--- src/shared/bil_pkg.sv ---
// Constants, types and timing for the boot image loader host controller.
// Assumes a single 250 MHz core clock.
package bil_pkg;

	// ----------------------------------------------------------------
	// Clock and timing
	// ----------------------------------------------------------------
	localparam int unsigned CLK_PERIOD_PS   = 4000;
	localparam int unsigned BOOT_MAX_US     = 150;
	localparam int unsigned BOOT_MAX_CYC    = (BOOT_MAX_US * 1000000 + CLK_PERIOD_PS - 1) / CLK_PERIOD_PS;
	localparam int unsigned RST_HOLD_US     = 1;
	localparam int unsigned RST_HOLD_CYC    = (RST_HOLD_US * 1000000 + CLK_PERIOD_PS - 1) / CLK_PERIOD_PS;
	localparam int unsigned SCLK_HALF_CYC   = 16;
	localparam int unsigned CNT_W           = 24;

	// ----------------------------------------------------------------
	// Boot image format
	// ----------------------------------------------------------------
	localparam int unsigned  WORD_W         = 32;
	localparam int unsigned  BIT_CNT_W      = 5;
	localparam logic [4:0]   BIT_LAST       = 5'h1F;
	localparam logic [31:0]  CRC_POLY       = 32'hEDB88320;
	localparam logic [31:0]  CRC_PRESET     = 32'hFFFFFFFF;
	localparam logic [31:0]  CRC_SKIP_WORD  = 32'h0D15AB1E;
	localparam logic [31:0]  ACK_NONE_WORD  = 32'h0000FF02;

	// ----------------------------------------------------------------
	// Strap codes
	// ----------------------------------------------------------------
	localparam logic [2:0] STRAP_QSPI_MASTER = 3'h0;
	localparam logic [2:0] STRAP_SPI_MASTER  = 3'h1;
	localparam logic [2:0] STRAP_SPI_SLAVE   = 3'h2;
	localparam logic [2:0] STRAP_SPI_SLAVE2  = 3'h3;
	localparam int unsigned STRAP_LINK_BIT   = 2;
	localparam int unsigned LINK_WIRES       = 5;

	typedef struct packed {
		logic [2:0]  strap;
		logic        skip_crc;
		logic [31:0] length;
	} bil_cmd_t;

	typedef struct packed {
		logic ss_n;
		logic sclk;
		logic mosi;
	} bil_spi_t;

	typedef enum logic [5:0] {
		ST_IDLE  = 6'b000001,
		ST_RESET = 6'b000010,
		ST_WAIT  = 6'b000100,
		ST_FETCH = 6'b001000,
		ST_SHIFT = 6'b010000,
		ST_HOLD  = 6'b100000
	} bil_state_t;

endpackage : bil_pkg

--- src/rtl/bil_crc32.sv ---
// Combinational reflected CRC-32 update over one 32-bit word, low byte first.
// Assumes the caller registers the running value.
`timescale 1ns/10ps
`default_nettype none
module bil_crc32
	import bil_pkg::*;
(
	input  wire logic [31:0] crc_i,   // Running CRC value
	input  wire logic [31:0] data_i,  // Word, bit 0 enters first
	output logic      [31:0] crc_o    // Updated CRC value
);
	logic [31:0] stage [0:WORD_W];

	assign stage[0] = crc_i;

	// ----------------------------------------------------------------
	// One shift per data bit, LSB first
	// ----------------------------------------------------------------
	genvar k;
	generate
		for (k = 0; k < WORD_W; k++) begin : g_bit
			wire fb = stage[k][0] ^ data_i[k];
			assign stage[k+1] = {1'b0, stage[k][31:1]} ^ (fb ? CRC_POLY : 32'h00000000);
		end
	endgenerate

	assign crc_o = stage[WORD_W];
endmodule : bil_crc32
`default_nettype wire

--- src/rtl/bil_host.sv ---
// Host controller that resets a tile, straps its boot source and, in SPI slave
// boot, clocks the boot image into it as SPI master.
// Assumes the image words arrive on a valid/ready stream in the core clock domain.
`timescale 1ns/10ps
`default_nettype none
module bil_host
	import bil_pkg::*;
#(
	parameter int unsigned BOOT_WAIT_CYC = BOOT_MAX_CYC  // Shortenable for simulation
)
(
	input  wire logic                  core_clk_i,    // Core clock, 250 MHz
	input  wire logic                  arst_n_i,      // Asynchronous reset, active low
	input  wire bil_pkg::bil_cmd_t     cmd_i,         // Boot command parameters
	input  wire logic                  start_i,       // Start pulse, taken in idle or hold
	input  wire logic [31:0]           word_i,        // Program word
	input  wire logic                  word_valid_i,  // Program word valid
	output logic                       word_ready_o,  // Program word taken
	output logic                       busy_o,        // Sequence running
	output logic                       done_o,        // Sequence finished pulse
	output logic                       dev_rst_n_o,   // Device reset, active low
	output logic [2:0]                 strap_o,       // Strap pin levels
	output logic                       strap_oe_o,    // Strap pins driven
	output bil_pkg::bil_spi_t          spi_o,         // SPI select, clock, data
	output logic                       spi_oe_o,      // SPI pins driven
	output logic [LINK_WIRES-1:0]      link_o,        // Device receive wires
	output logic                       link_oe_o      // Link wires driven
);
	import bil_pkg::*;

	// ----------------------------------------------------------------
	// State
	// ----------------------------------------------------------------
	bil_state_t          state;
	bil_state_t          next_state;
	bil_cmd_t            cmd;
	logic [CNT_W-1:0]    wait_cnt;
	logic [CNT_W-1:0]    next_wait_cnt;
	logic [31:0]         words_left;
	logic [1:0]          phase;          // 0 length, 1 program, 2 check
	logic [1:0]          next_phase;
	logic [31:0]         shreg;
	logic [BIT_CNT_W-1:0] bit_cnt;
	logic [31:0]         crc;
	logic [31:0]         crc_upd;
	logic [CNT_W-1:0]    div_cnt;
	logic                sclk;
	logic                done;

	localparam logic [1:0] PH_LEN  = 2'h0;
	localparam logic [1:0] PH_PROG = 2'h1;
	localparam logic [1:0] PH_CHK  = 2'h2;

	// ----------------------------------------------------------------
	// Decode
	// ----------------------------------------------------------------
	wire is_link   = cmd.strap[STRAP_LINK_BIT];
	wire is_slave  = (cmd.strap == STRAP_SPI_SLAVE) || (cmd.strap == STRAP_SPI_SLAVE2);
	wire in_idle   = (state == ST_IDLE);
	wire in_fetch  = (state == ST_FETCH);
	wire in_shift  = (state == ST_SHIFT);
	wire wait_over = (wait_cnt == '0);
	wire tick      = (div_cnt == '0);
	wire fall      = in_shift && tick && sclk;
	wire last_bit  = (bit_cnt == BIT_LAST);
	wire word_end  = fall && last_bit;
	wire prog_empty = (words_left == 32'h00000000);

	// Check word: skip value or inverted residue
	wire [31:0] check_word = cmd.skip_crc ? CRC_SKIP_WORD : ~crc;

	// Word selection for the next transmission
	wire        take_prog  = in_fetch && (phase == PH_PROG) && !prog_empty;
	wire        fetch_go   = in_fetch && ((phase != PH_PROG) || prog_empty || word_valid_i);
	wire [31:0] fetch_word = (phase == PH_LEN)              ? cmd.length :
	                         ((phase == PH_PROG) && !prog_empty) ? word_i :
	                         check_word;
	wire        crc_en     = fetch_go && ((phase == PH_LEN) || take_prog);

	assign word_ready_o = take_prog;

	bil_crc32 u_crc (
		.crc_i  (crc),
		.data_i (fetch_word),
		.crc_o  (crc_upd)
	);

	// ----------------------------------------------------------------
	// Next state
	// ----------------------------------------------------------------
	always_comb begin
		next_state    = state;
		next_wait_cnt = wait_cnt;
		next_phase    = phase;
		case (state)
			ST_IDLE: begin
				if (start_i) begin
					next_state    = ST_RESET;
					next_wait_cnt = CNT_W'(RST_HOLD_CYC);
				end
			end
			ST_RESET: begin
				if (wait_over) begin
					next_state    = ST_WAIT;
					next_wait_cnt = CNT_W'(BOOT_WAIT_CYC);
				end else begin
					next_wait_cnt = wait_cnt - 1'b1;
				end
			end
			ST_WAIT: begin
				if (!wait_over) begin
					next_wait_cnt = wait_cnt - 1'b1;
				end else if (is_slave) begin
					next_state = ST_FETCH;
					next_phase = PH_LEN;
				end else begin
					next_state = ST_HOLD;
				end
			end
			ST_FETCH: begin
				if (fetch_go) begin
					next_state = ST_SHIFT;
				end
			end
			ST_SHIFT: begin
				if (word_end) begin
					if (phase == PH_CHK) begin
						next_state = ST_HOLD;
					end else begin
						next_state = ST_FETCH;
						// Length zero goes straight to the check word
						if (prog_empty) begin
							next_phase = PH_CHK;
						end else if (phase == PH_LEN) begin
							next_phase = PH_PROG;
						end
					end
				end
			end
			ST_HOLD: begin
				if (start_i) begin
					next_state    = ST_RESET;
					next_wait_cnt = CNT_W'(RST_HOLD_CYC);
				end
			end
			default: begin
				next_state = ST_IDLE;
			end
		endcase
	end

	always_ff @(posedge core_clk_i or negedge arst_n_i) begin
		if (!arst_n_i) begin
			state    <= ST_IDLE;
			wait_cnt <= '0;
			phase    <= PH_LEN;
		end else begin
			state    <= next_state;
			wait_cnt <= next_wait_cnt;
			phase    <= next_phase;
		end
	end

	// ----------------------------------------------------------------
	// Command capture and image bookkeeping
	// ----------------------------------------------------------------
	always_ff @(posedge core_clk_i or negedge arst_n_i) begin
		if (!arst_n_i) begin
			cmd <= '0;
		end else if ((in_idle || state == ST_HOLD) && start_i) begin
			cmd <= cmd_i;
		end
	end

	always_ff @(posedge core_clk_i or negedge arst_n_i) begin
		if (!arst_n_i) begin
			words_left <= '0;
		end else if (in_fetch && fetch_go && phase == PH_LEN) begin
			words_left <= cmd.length;
		end else if (take_prog && word_valid_i) begin
			words_left <= words_left - 32'h00000001;
		end
	end

	// CRC runs over length word and program, never over the check word
	always_ff @(posedge core_clk_i or negedge arst_n_i) begin
		if (!arst_n_i) begin
			crc <= CRC_PRESET;
		end else if (state == ST_WAIT) begin
			crc <= CRC_PRESET;
		end else if (crc_en) begin
			crc <= crc_upd;
		end
	end

	// ----------------------------------------------------------------
	// Serial clock divider and shifter
	// ----------------------------------------------------------------
	// Mode 0/0: data changes while the clock is low, device samples rising edge
	always_ff @(posedge core_clk_i or negedge arst_n_i) begin
		if (!arst_n_i) begin
			div_cnt <= '0;
		end else if (!in_shift || tick) begin
			div_cnt <= CNT_W'(SCLK_HALF_CYC - 1);
		end else begin
			div_cnt <= div_cnt - 1'b1;
		end
	end

	always_ff @(posedge core_clk_i or negedge arst_n_i) begin
		if (!arst_n_i) begin
			sclk <= 1'b0;
		end else if (!in_shift) begin
			sclk <= 1'b0;
		end else if (tick) begin
			sclk <= ~sclk;
		end
	end

	// Whole word leaves LSB first, giving low byte first and low bit first
	always_ff @(posedge core_clk_i or negedge arst_n_i) begin
		if (!arst_n_i) begin
			shreg   <= '0;
			bit_cnt <= '0;
		end else if (in_fetch && fetch_go) begin
			shreg   <= fetch_word;
			bit_cnt <= '0;
		end else if (fall) begin
			shreg   <= {1'b0, shreg[31:1]};
			bit_cnt <= bit_cnt + 1'b1;
		end
	end

	// ----------------------------------------------------------------
	// Pins
	// ----------------------------------------------------------------
	always_ff @(posedge core_clk_i or negedge arst_n_i) begin
		if (!arst_n_i) begin
			dev_rst_n_o <= 1'b0;
			strap_o     <= '0;
			strap_oe_o  <= 1'b0;
			spi_o       <= '{ss_n: 1'b1, sclk: 1'b0, mosi: 1'b0};
			spi_oe_o    <= 1'b0;
			link_o      <= '0;
			link_oe_o   <= 1'b0;
		end else begin
			dev_rst_n_o <= !(next_state == ST_RESET);
			// Straps stand from reset until boot starts; slave mode shares a strap pin with data
			strap_o     <= cmd.strap;
			strap_oe_o  <= (next_state == ST_RESET) || (next_state == ST_WAIT);
			// Select follows the state one cycle late, in step with the registered clock
			spi_o.ss_n  <= !(in_fetch || in_shift);
			spi_o.sclk  <= sclk;
			spi_o.mosi  <= shreg[0];
			spi_oe_o    <= is_slave && !in_idle && (next_state != ST_RESET);
			// Hold the device's receive wires low; link traffic belongs to the user
			link_o      <= '0;
			link_oe_o   <= is_link && !in_idle;
		end
	end

	always_ff @(posedge core_clk_i or negedge arst_n_i) begin
		if (!arst_n_i) begin
			done <= 1'b0;
		end else begin
			done <= (state != ST_HOLD) && (next_state == ST_HOLD);
		end
	end

	assign done_o = done;
	assign busy_o = !in_idle && (state != ST_HOLD);
endmodule : bil_host
`default_nettype wire

--- config.mk ---
export PLATFORM = sky130hd
export DESIGN_NAME = bil_host
export DESIGN_NICKNAME = d
export VERILOG_FILES = /design/src/shared/bil_pkg.sv /design/src/rtl/bil_crc32.sv /design/src/rtl/bil_host.sv
export SDC_FILE = /design/constraint.sdc
export NUM_CORES = 1
export LEC_CHECK = 0
export ABC_AREA = 1
export CORE_ASPECT_RATIO = 1.5
export CORE_MARGIN = 2
export CORE_UTILIZATION = 25
export CTS_BUF_LIST = sky130_fd_sc_hd__clkbuf_2 sky130_fd_sc_hd__clkbuf_4 sky130_fd_sc_hd__clkbuf_8
export DETAILED_ROUTE_END_ITERATION = 7
export DONT_BUFFER_PORTS = 1
export GPL_ROUTABILITY_DRIVEN = 0
export PLACE_DENSITY = 0.35
export SYNTH_ARGS = -nofsm -noshare
export SYNTH_HDL_FRONTEND = slang
export SYNTH_HIERARCHICAL = 1
export SYNTH_SLANG_ARGS = --single-unit
--- constraint.sdc ---
create_clock -name core_clk_i -period 11.1 [get_ports core_clk_i]
set_clock_uncertainty 0.15 [all_clocks]
set_input_delay 0.555 -clock core_clk_i [delete_from_list [all_inputs] [get_ports core_clk_i]]
set_output_delay 0.555 -clock core_clk_i [all_outputs]
set_load 0.02 [all_outputs]
==> metrics.cfg, run 1 <==
[run_status]
status=finished, violations left
violations=DRC

[yosys]
synth_top_cell_area_share_pct=25.4
ys_ff_latch=205
synth_top_area_cell=dfrtp_1
syn-cell-area_um2=16800
ys_seq_area_share_pct=30.7
ys_async_sr_fraction_pct=100
synth_ff_type=dfrtp_1
synth_top_family_by_area=simple AND/OR/NAND/NOR gates
yosysWarnings=6
synth_cell_type_count=52
synthCells=2626
synth.avg_cell_area_um2=6.41
synth.top_cells.by_count=1004 x nand2_1, 290 x inv_1, 269 x nand3_1
synthAdderAreaFrac_pct=0.446
synth_edf_count=0
synth-compound-area-share_pct=4.18
yosysMostFrequentCell=nand2_1
synthSimpleGateAreaFrac_pct=43.9
synthXorXnorAreaFrac_pct=11.1
ys_top_cells_by_area=dfrtp_1 25%, nand2_1 22%, nand3_1 8.0%
synthMuxAreaShare_pct=0

[clocking]
post_cts_buffers=0
cts.clk_slew.worst_paths_ps=70
cts_tree=built
clock_latency_ps=600
cts-root-buf=clkbuf_8
cts_buffers=41
cts_sinks=205
htree_levels=2
cts_max_path_buffers=3

[global_route]
gr-total-overflow=0
grt_pass1_wl_um=103000
grt_antenna_before_repair=1
grt_max_degree=206
first_global_vias=16200
grt_use_total_pct=19.7

[critical_path]
path_depth=29
worstSetupStartpoint=words_left[0]$_DFFE_PN0P_
r2r_setup_slack_ps=4570
start_kind=register
cp_max_fo=34
timing.rr.end=crc[5]$_DFFE_PN1P_
worst-r2r-cell-count=29
slowest_stage=nand2_2
endpoint_kind=register
path_buf_inv=2
crit_end=crc[5]$_DFFE_PN1P_
rr_startpoint=words_left[0]$_DFFE_PN0P_
cp.required_ps=11480
cp_common_cell=nand2_1
cp.arrival_ps=6920
path_class=reg2reg
slowest_delay_ps=660
crit_family=simple AND/OR/NAND/NOR gates

[drt]
vias_per_cell=4.55
wire_per_inst_um=19.2
drt_iter0_drc=765
post-route-drc-count=2
vias=16200
postRouteAntennaNets=0
wl_um=68600
first_pass_iters=8

[floorplan]
dieWidth_um=216
die_area_um2=69500
io_pins=90
initial_core_util_pct=25.3
num_rows=116
coreArea_um2=66600
dieHeight_um=322

[placed_design]
port_buffers=0
pre_cts_ws_ps=4510
postPlaceCellArea_um2=17600
dp.cells=3453
dp_hpwl_um=53200

[run]
maxCapViolations=0

[sta]
tightest_slew_ps=1030
relSlewSlack_pct=31.4
fin_setup_tns_ps=0
setup_violations=0
setup_ws_ps=4570
finalHoldViolations=0
layout_min_cycle_time_ps=6530
rsz0062_at_grt=false
finalMaxSlewViolations=0
timing.final.crit_share_pct=58.9
fmax_mhz=153

[final_layout]
final_nets=2728
area_delta_synth_final_pct=12.8
final_cell_area_um2=19000
finalNonFillerCells=3565
drive_gt1_share_pct=11.2

[min_path]
hp-class=in2reg
whs_path_depth=3

final cells by class:
class / count / area (µm²)
clock buffers: 66 / 827
repair buffers: 50 / 508
well taps: 885 / 1110
fillers: 7507 / 47600
flip-flops and latches: 205 / 5170
clock inverters: 6 / 82.6
diodes: 1 / 2.50
multi-input cells: 2032 / 10100
inverters: 320 / 1210
cell families (layout without fill, tap and decap cells):
kind of cell	after synthesis	in the layout
simple gates	1685	1685
buf+inv	393	442
flops	205	205
xor+xnor	203	203
compound gates	133	133
fa+ha+maj	6	6
other cells	1	6
stage by stage:
step / util [%] / hold slack (ps)
finish: 28.5 / 68.8
global route: 28.5 / 46.0
CTS: 28.4 / 8.58
detailed placement: 26.5 / 118
global placement: 26.5 / 119
floorplan: - / 109
layer usage:
| metal | up-vias | share of wire, % | GRT usage [%] |
|---|---|---|---|
| li1 | 8152 | - | - |
| met1 | 7679 | 38 | 20.7 |
| met2 | 297 | 56 | 40.0 |
| met3 | 93 | 2.8 | 1.79 |
| met4 | 0 | 3.4 | 6.65 |
| met5 | - | 0 | 0 |
cells in the final DEF (no fill, tap or decap), drive strengths merged, types with 2 or more instances in the layout:
master,n
o21ai,108
xnor2,47
ha,6
bufinv,2
dlygate4sd3,37
nand3,288
clkbuf,66
nand3b,11
o21a,2
o211ai,4
conb,5
nor3,9
a21oi,13
nor2,226
nand4,44
dfstp,34
dfrtp,171
or2,14
clkinv,4
inv,319
buf,13
nand2,1089
xor2,156
registers in the layout (all words and copies together), names as in the netlist, 2 cells and up:
name        flops
wait_cnt       24
bit_cnt         5
strap_o         3
div_cnt        24
words_left     32
state           6
cmd            36
phase           2
shreg          32
spi_o           3
crc            32
worst reg2reg max path, delay by kind of cell, from the launching register on:
family | cells | cell delay, ps
buffers and inverters | 2 | 200
and+or+nand+nor | 20 | 3520
xor gates and xnor gates | 5 | 1880
AOI/OAI and AO/OA | 1 | 200
adders and majority gates | 1 | 220
DFF | 1 | 350
repair_timing:
item	in CTS	in global routing
hold buffers	38	0
hold endpoints to repair	241	0
gates resized for setup	0	0
how the worst min path moves through the flow:
stage,start,endpoint
after CTS,cmd_i[32],cmd[32]$_DFFE_PN0P_
after floorplan,arst_n_i,bit_cnt[0]$_DFFE_PN0P_
after global placement,arst_n_i,div_cnt[18]$_DFF_PN0_
after global routing,cmd_i[32],cmd[32]$_DFFE_PN0P_
final,word_valid_i,state[3]$_DFF_PN0_
after detailed placement,arst_n_i,div_cnt[18]$_DFF_PN0_
Power of run 1 is not shown: default switching activity piles up to over one toggle a cycle in this logic, so the estimate is an artifact.
==> run 2: changes to the inputs <==
==> constraint.sdc (replaced) <==
create_clock -name core_clk_i -period 6.8 [get_ports core_clk_i]
set_clock_uncertainty 0.15 [all_clocks]
set_input_delay 0.34 -clock core_clk_i [delete_from_list [all_inputs] [get_ports core_clk_i]]
set_output_delay 0.34 -clock core_clk_i [all_outputs]
set_load 0.02 [all_outputs]
==> run 2 against run 1 <==
- the flow now finishes without violations
- die area did not move
- critical endpoint is now crc[4]$_DFFE_PN1P_
- worst hold slack got worse by 33 ps
- highest routed layer is now met5
- flip-flop and latch count unchanged
==> metrics.cfg, run 2 (same netlist as run 1, synthesis figures left out) <==
[clocking]
post_cts_buffers=0  ; unchanged
cts-root-buf=clkbuf_8
htree_levels=2  ; unchanged
clock_latency_ps=590  ; about the same
cts_sinks=205  ; unchanged
cts_tree=built
cts_buffers=39  ; -4.9%
cts.clk_slew.worst_paths_ps=60  ; about the same
cts_max_path_buffers=3  ; unchanged
ctsResizeCount=0  ; unchanged

[global_route]
gr-total-overflow=0  ; unchanged
first_global_vias=16600  ; +2.3%
grt_max_degree=206  ; unchanged
grt_use_total_pct=20.2  ; +0.56 points
grt_antenna_before_repair=2  ; +1
grt_pass1_wl_um=105000  ; +2.7%

[floorplan]
num_rows=116  ; unchanged
io_pins=90  ; unchanged
die_area_um2=69500  ; unchanged
dieHeight_um=322  ; unchanged
initial_core_util_pct=25.3  ; unchanged
dieWidth_um=216  ; unchanged
coreArea_um2=66600  ; unchanged

[sta]
timing.final.crit_share_pct=85.6  ; +27 points
finalHoldViolations=0  ; unchanged
fin_setup_tns_ps=0  ; unchanged
setup_violations=0  ; unchanged
rsz0062_at_grt=false
relSlewSlack_pct=9.85  ; -22 points
setup_ws_ps=978  ; -3590 ps
fmax_mhz=172  ; +12%
tightest_slew_ps=1350  ; +326 ps
finalMaxSlewViolations=0  ; unchanged
layout_min_cycle_time_ps=5820  ; -712 ps

[run]
maxCapViolations=0  ; unchanged

[drt]
post-route-drc-count=0  ; -2
postRouteAntennaNets=0  ; unchanged
drt_iter0_drc=760  ; -0.65%
vias_per_cell=4.57  ; +0.50%
wl_um=70100  ; +2.2%
first_pass_iters=8  ; unchanged
vias=16400  ; +0.81%
wire_per_inst_um=19.6  ; +1.9%

[critical_path]
slowest_delay_ps=510  ; -150 ps
cp_common_cell=nand2_1
path_class=reg2reg
timing.rr.end=crc[4]$_DFFE_PN1P_
cp.required_ps=7150  ; -4330 ps
worst-r2r-cell-count=30  ; +3.4%
cp_max_fo=24  ; -29%
start_kind=register
cp.arrival_ps=6170  ; -750 ps
worstSetupStartpoint=words_left[0]$_DFFE_PN0P_
slowest_stage=xnor2_2
rr_startpoint=words_left[0]$_DFFE_PN0P_
endpoint_kind=register
crit_end=crc[4]$_DFFE_PN1P_
r2r_setup_slack_ps=980  ; -3590 ps

[min_path]
hold_start=word_i[1]
hp-class=in2reg

[final_layout]
fillerInstances=7531  ; +0.32%
final_cell_mix=1004 x nand2_1, 290 x inv_1, 269 x nand3_1, 205 x nor2_1, 171 x dfrtp_1
area_delta_synth_final_pct=13.2
final_nets=2740  ; +0.44%
drive_gt1_share_pct=11.2  ; +0.066 points
largest_register_ffs=36  ; unchanged
top_register=cmd
layout_commonest_cell=nand2_1

[placed_design]
pre_cts_ws_ps=915  ; -3600 ps
port_buffers=0  ; unchanged
dp_hpwl_um=54600  ; +2.7%

[run_status]
status=finished clean

run 2: worst min path at each step:
stage	endpoint	cells past startpoint	slack [ps]
global placement	cmd[33]$_DFFE_PN0P_	0	-100
CTS	shreg[7]$_DFFE_PN0P_	6	2
global route	shreg[24]$_DFFE_PN0P_	6	70
finish	shreg[1]$_DFFE_PN0P_	6	40
floorplan	bit_cnt[0]$_DFFE_PN0P_	0	-110
detailed placement	cmd[33]$_DFFE_PN0P_	0	-100
run 2: per-stage QoR:
step                      cells  utilization, %  hold WS, ps  cell area (µm²)
final                      3576            28.6         35.5            19000
after floorplan            2630               -         -106            16800
after CTS                  3575            28.6         2.17            19000
after detailed placement   3460            26.6        -96.3            17700
after global routing       3576            28.6         66.4            19000
after global placement     3460            26.6        -99.3            17700
run 2: area by class of cell:
type | count | area [µm²] | share of cell area (%)
multi-input cells | 2032 | 10100 | 52.9
clock buffers | 64 | 793 | 4.17
well taps | 885 | 1110 | 5.81
clock inverters | 5 | 77.6 | 0.407
flip-flops and latches | 205 | 5170 | 27.2
diodes | 1 | 2.50 | 0.0131
repair buffers | 64 | 613 | 3.22
inverters | 320 | 1210 | 6.35
run 2: worst max-delay path, delay by kind of cell, from the launching register on:
kind / cells / cell delay, ps
simple gates: 20 / 3020
fa+ha+maj: 1 / 220
compound gates: 1 / 220
flops: 1 / 350
buf+inv: 4 / 450
xor+xnor: 4 / 1310
run 2: routing by layer:
metal  wire [µm]  part of all wire, %  vias up  track usage [%]
met1       26100                   37     7781             21.0
li1            -                    -     8174                -
met2       38700                   55      290             40.4
met5           8                0.011        -                0
met3        1850                  2.6      105             1.75
met4        3470                  5.0        2             9.32
run 2: what timing repair did:
item                                   4_1_cts  5_1_grt
setup endpoints to repair                    0        0
hold buffers                                46        0
endpoints found under the hold margin      251        0
Power of run 2 is left out for the same reason.
==> run 3: changes to the inputs <==
--- a/config.mk
+++ b/config.mk
@@ -6,7 +6,7 @@
 export NUM_CORES = 1
 export LEC_CHECK = 0
 export ABC_AREA = 1
-export CORE_ASPECT_RATIO = 1.5
+export CORE_ASPECT_RATIO = 0.6
 export CORE_MARGIN = 2
 export CORE_UTILIZATION = 25
 export CTS_BUF_LIST = sky130_fd_sc_hd__clkbuf_2 sky130_fd_sc_hd__clkbuf_4 sky130_fd_sc_hd__clkbuf_8
==> constraint.sdc (replaced) <==
create_clock -name core_clk_i -period 7.5 [get_ports core_clk_i]
set_clock_uncertainty 0.15 [all_clocks]
set_input_delay 0.375 -clock core_clk_i [delete_from_list [all_inputs] [get_ports core_clk_i]]
set_output_delay 0.375 -clock core_clk_i [all_outputs]
set_load 0.02 [all_outputs]
==> run 3 against run 2 <==
- first-iteration DRC count grew 120%
- worst setup slack better by 380 ps
- design area fell by 0.98%
- fmax decreased by 5.1%
- global-route usage increased by 0.089 points
- largest cell class unchanged
==> metrics.cfg, run 3 (same netlist as run 1, synthesis figures left out) <==
[min_path]
whs_path_depth=6  ; unchanged
hold_start=word_i[10]
hp-class=in2reg
min_to=shreg[10]$_DFFE_PN0P_

[critical_path]
cp_common_cell=nand2_1
worst-r2r-cell-count=26  ; -13%
slowest_delay_ps=580  ; +70 ps
cp.required_ps=7890  ; +740 ps
start_kind=register
rr_startpoint=words_left[0]$_DFFE_PN0P_
r2r_setup_slack_ps=1360  ; +380 ps
cp_max_fo=19  ; -21%
timing.rr.end=crc[3]$_DFFE_PN1P_
path_buf_inv=1  ; -3
endpoint_kind=register
crit_family=XOR/XNOR gates
cp.arrival_ps=6520  ; +350 ps
slowest_stage=xnor2_2
path_class=reg2reg

[sta]
relSlewSlack_pct=13.0  ; +3.2 points
layout_min_cycle_time_ps=6140  ; +316 ps
fmax_mhz=163  ; -5.1%
setup_violations=0  ; unchanged
finalMaxSlewViolations=0  ; unchanged
setup_ws_ps=1360  ; +384 ps
finalHoldViolations=0  ; unchanged
tightest_slew_ps=1300  ; -47.8 ps
timing.final.crit_share_pct=81.8  ; -3.8 points
rsz0062_at_grt=false
fin_setup_tns_ps=0  ; unchanged

[final_layout]
final_cell_mix=1004 x nand2_1, 290 x inv_1, 269 x nand3_1, 205 x nor2_1, 171 x dfrtp_1
multi_input_area_um2=10100  ; unchanged
layout_commonest_cell=nand2_1
fillerInstances=7500  ; -0.41%
largest_register_ffs=36  ; unchanged
area_delta_synth_final_pct=12.1
final_cell_area_um2=18900  ; -0.98%
drive_gt1_share_pct=10.9  ; -0.31 points
ff_latch_area_um2=5170  ; unchanged
top_register=cmd
final_nets=2728  ; -0.44%

[floorplan]
io_pins=90  ; unchanged
num_rows=73  ; -37%
initial_core_util_pct=25.3  ; +0.082 points
die_area_um2=69500  ; about the same
dieHeight_um=205  ; -36%
dieWidth_um=339  ; +57%
coreArea_um2=66400  ; -0.32%

[run_status]
status=finished clean

[placed_design]
pre_cts_ws_ps=1520  ; +601 ps
port_buffers=0  ; unchanged
postPlaceCellArea_um2=17700  ; -0.19%
dp_hpwl_um=55600  ; +1.9%

[clocking]
cts-root-buf=clkbuf_8
cts_tree=built
cts_max_path_buffers=3  ; unchanged
cts_buffers=39  ; unchanged
clock_latency_ps=600  ; about the same
htree_levels=2  ; unchanged
cts_sinks=205  ; unchanged
cts.clk_slew.worst_paths_ps=60  ; about the same

[global_route]
grt_antenna_before_repair=7  ; +5
grt_max_degree=206  ; unchanged
grt_use_met1_pct=35.3  ; +14 points
grt_use_met3_pct=4.27  ; +2.5 points
grtUsageMet2_pct=23.9  ; -17 points
top_usage_layer=met1
gr-total-overflow=0  ; unchanged
grt_pass1_wl_um=104000  ; -0.80%
first_global_vias=15600  ; -6.3%
grt_use_total_pct=20.3  ; +0.089 points

[drt]
wl_um=71300  ; +1.7%
wire_per_inst_um=19.9  ; +1.7%
post-route-drc-count=0  ; unchanged
vias_per_cell=4.68  ; +2.4%
postRouteAntennaNets=0  ; unchanged
drt_iter0_drc=1706  ; +120%
vias=16700  ; +2.4%
first_pass_iters=6  ; -2

[run]
maxCapViolations=0  ; unchanged

==> run 3: changes by cell type in the layout (fill, tap and decap cells not counted) <==
cell           before  now
bufinv_16           2    0
clkinvlp_4          1    0
clkinv_2            2    6
clkbuf_4           14   12
inv_8               0    1
clkbuf_8           50   45
inv_6               0    2
dlygate4sd3_1      45   40
buf_4              18   11
==> run 3: metrics by stage <==
stage | cells | util [%] | hold slack [ps]
final | 3576 | 28.4 | 45.7
after global routing | 3575 | 28.4 | 67.0
after CTS | 3575 | 28.4 | 10.9
after detailed placement | 3468 | 26.6 | -61.8
after global placement | 3468 | 26.6 | -61.6
after floorplan | 2630 | - | -70.6
==> run 3: worst min-delay path, cell delays in order <==
cell     delay, ps
inv_1           40
nand3_1         70
nand3_1        100
nand3_1         80
nand2_1         50
nand2_1         50
==> run 3: cell type report <==
| type | instances | area share, % |
|---|---|---|
| clock inverter | 9 | 0.312 |
| clock buffer | 57 | 3.76 |
| antenna | 1 | 0.0133 |
| sequential | 205 | 27.4 |
| tap | 900 | 5.97 |
| timing repair buffer | 52 | 2.71 |
| multi-input combinational | 2032 | 53.4 |
| inverter | 320 | 6.41 |
==> run 3: how the worst max path moves through the flow <==
| stage | endpoint | slack [ps] | cells past startpoint | from |
|---|---|---|---|---|
| final | crc[3]$_DFFE_PN1P_ | 1360 | 26 | words_left[0]$_DFFE_PN0P_ |
| after global routing | crc[4]$_DFFE_PN1P_ | 980 | 32 | words_left[0]$_DFFE_PN0P_ |
| after CTS | crc[4]$_DFFE_PN1P_ | 1500 | 32 | words_left[0]$_DFFE_PN0P_ |
| after detailed placement | crc[4]$_DFFE_PN1P_ | 1520 | 32 | words_left[0]$_DFFE_PN0P_ |
| after global placement | crc[3]$_DFFE_PN1P_ | 1520 | 19 | phase[1]$_DFFE_PN0P_ |
| after floorplan | crc[13]$_DFFE_PN1P_ | 3230 | 37 | words_left[0]$_DFFE_PN0P_ |
==> run 3: what timing repair did <==
action,4_1_cts,5_1_grt
hold buffers,41,0
gates resized for setup,0,0
hold endpoints to repair,246,0
buffers inserted,0,0
==> run 3: per-layer routing <==
metal | vias up | routed length [µm]
met4 | 2 | 911
met5 | - | 7
met1 | 7998 | 41400
met2 | 524 | 23700
li1 | 8160 | -
met3 | 65 | 5250
Power of run 3 is left out for the same reason.
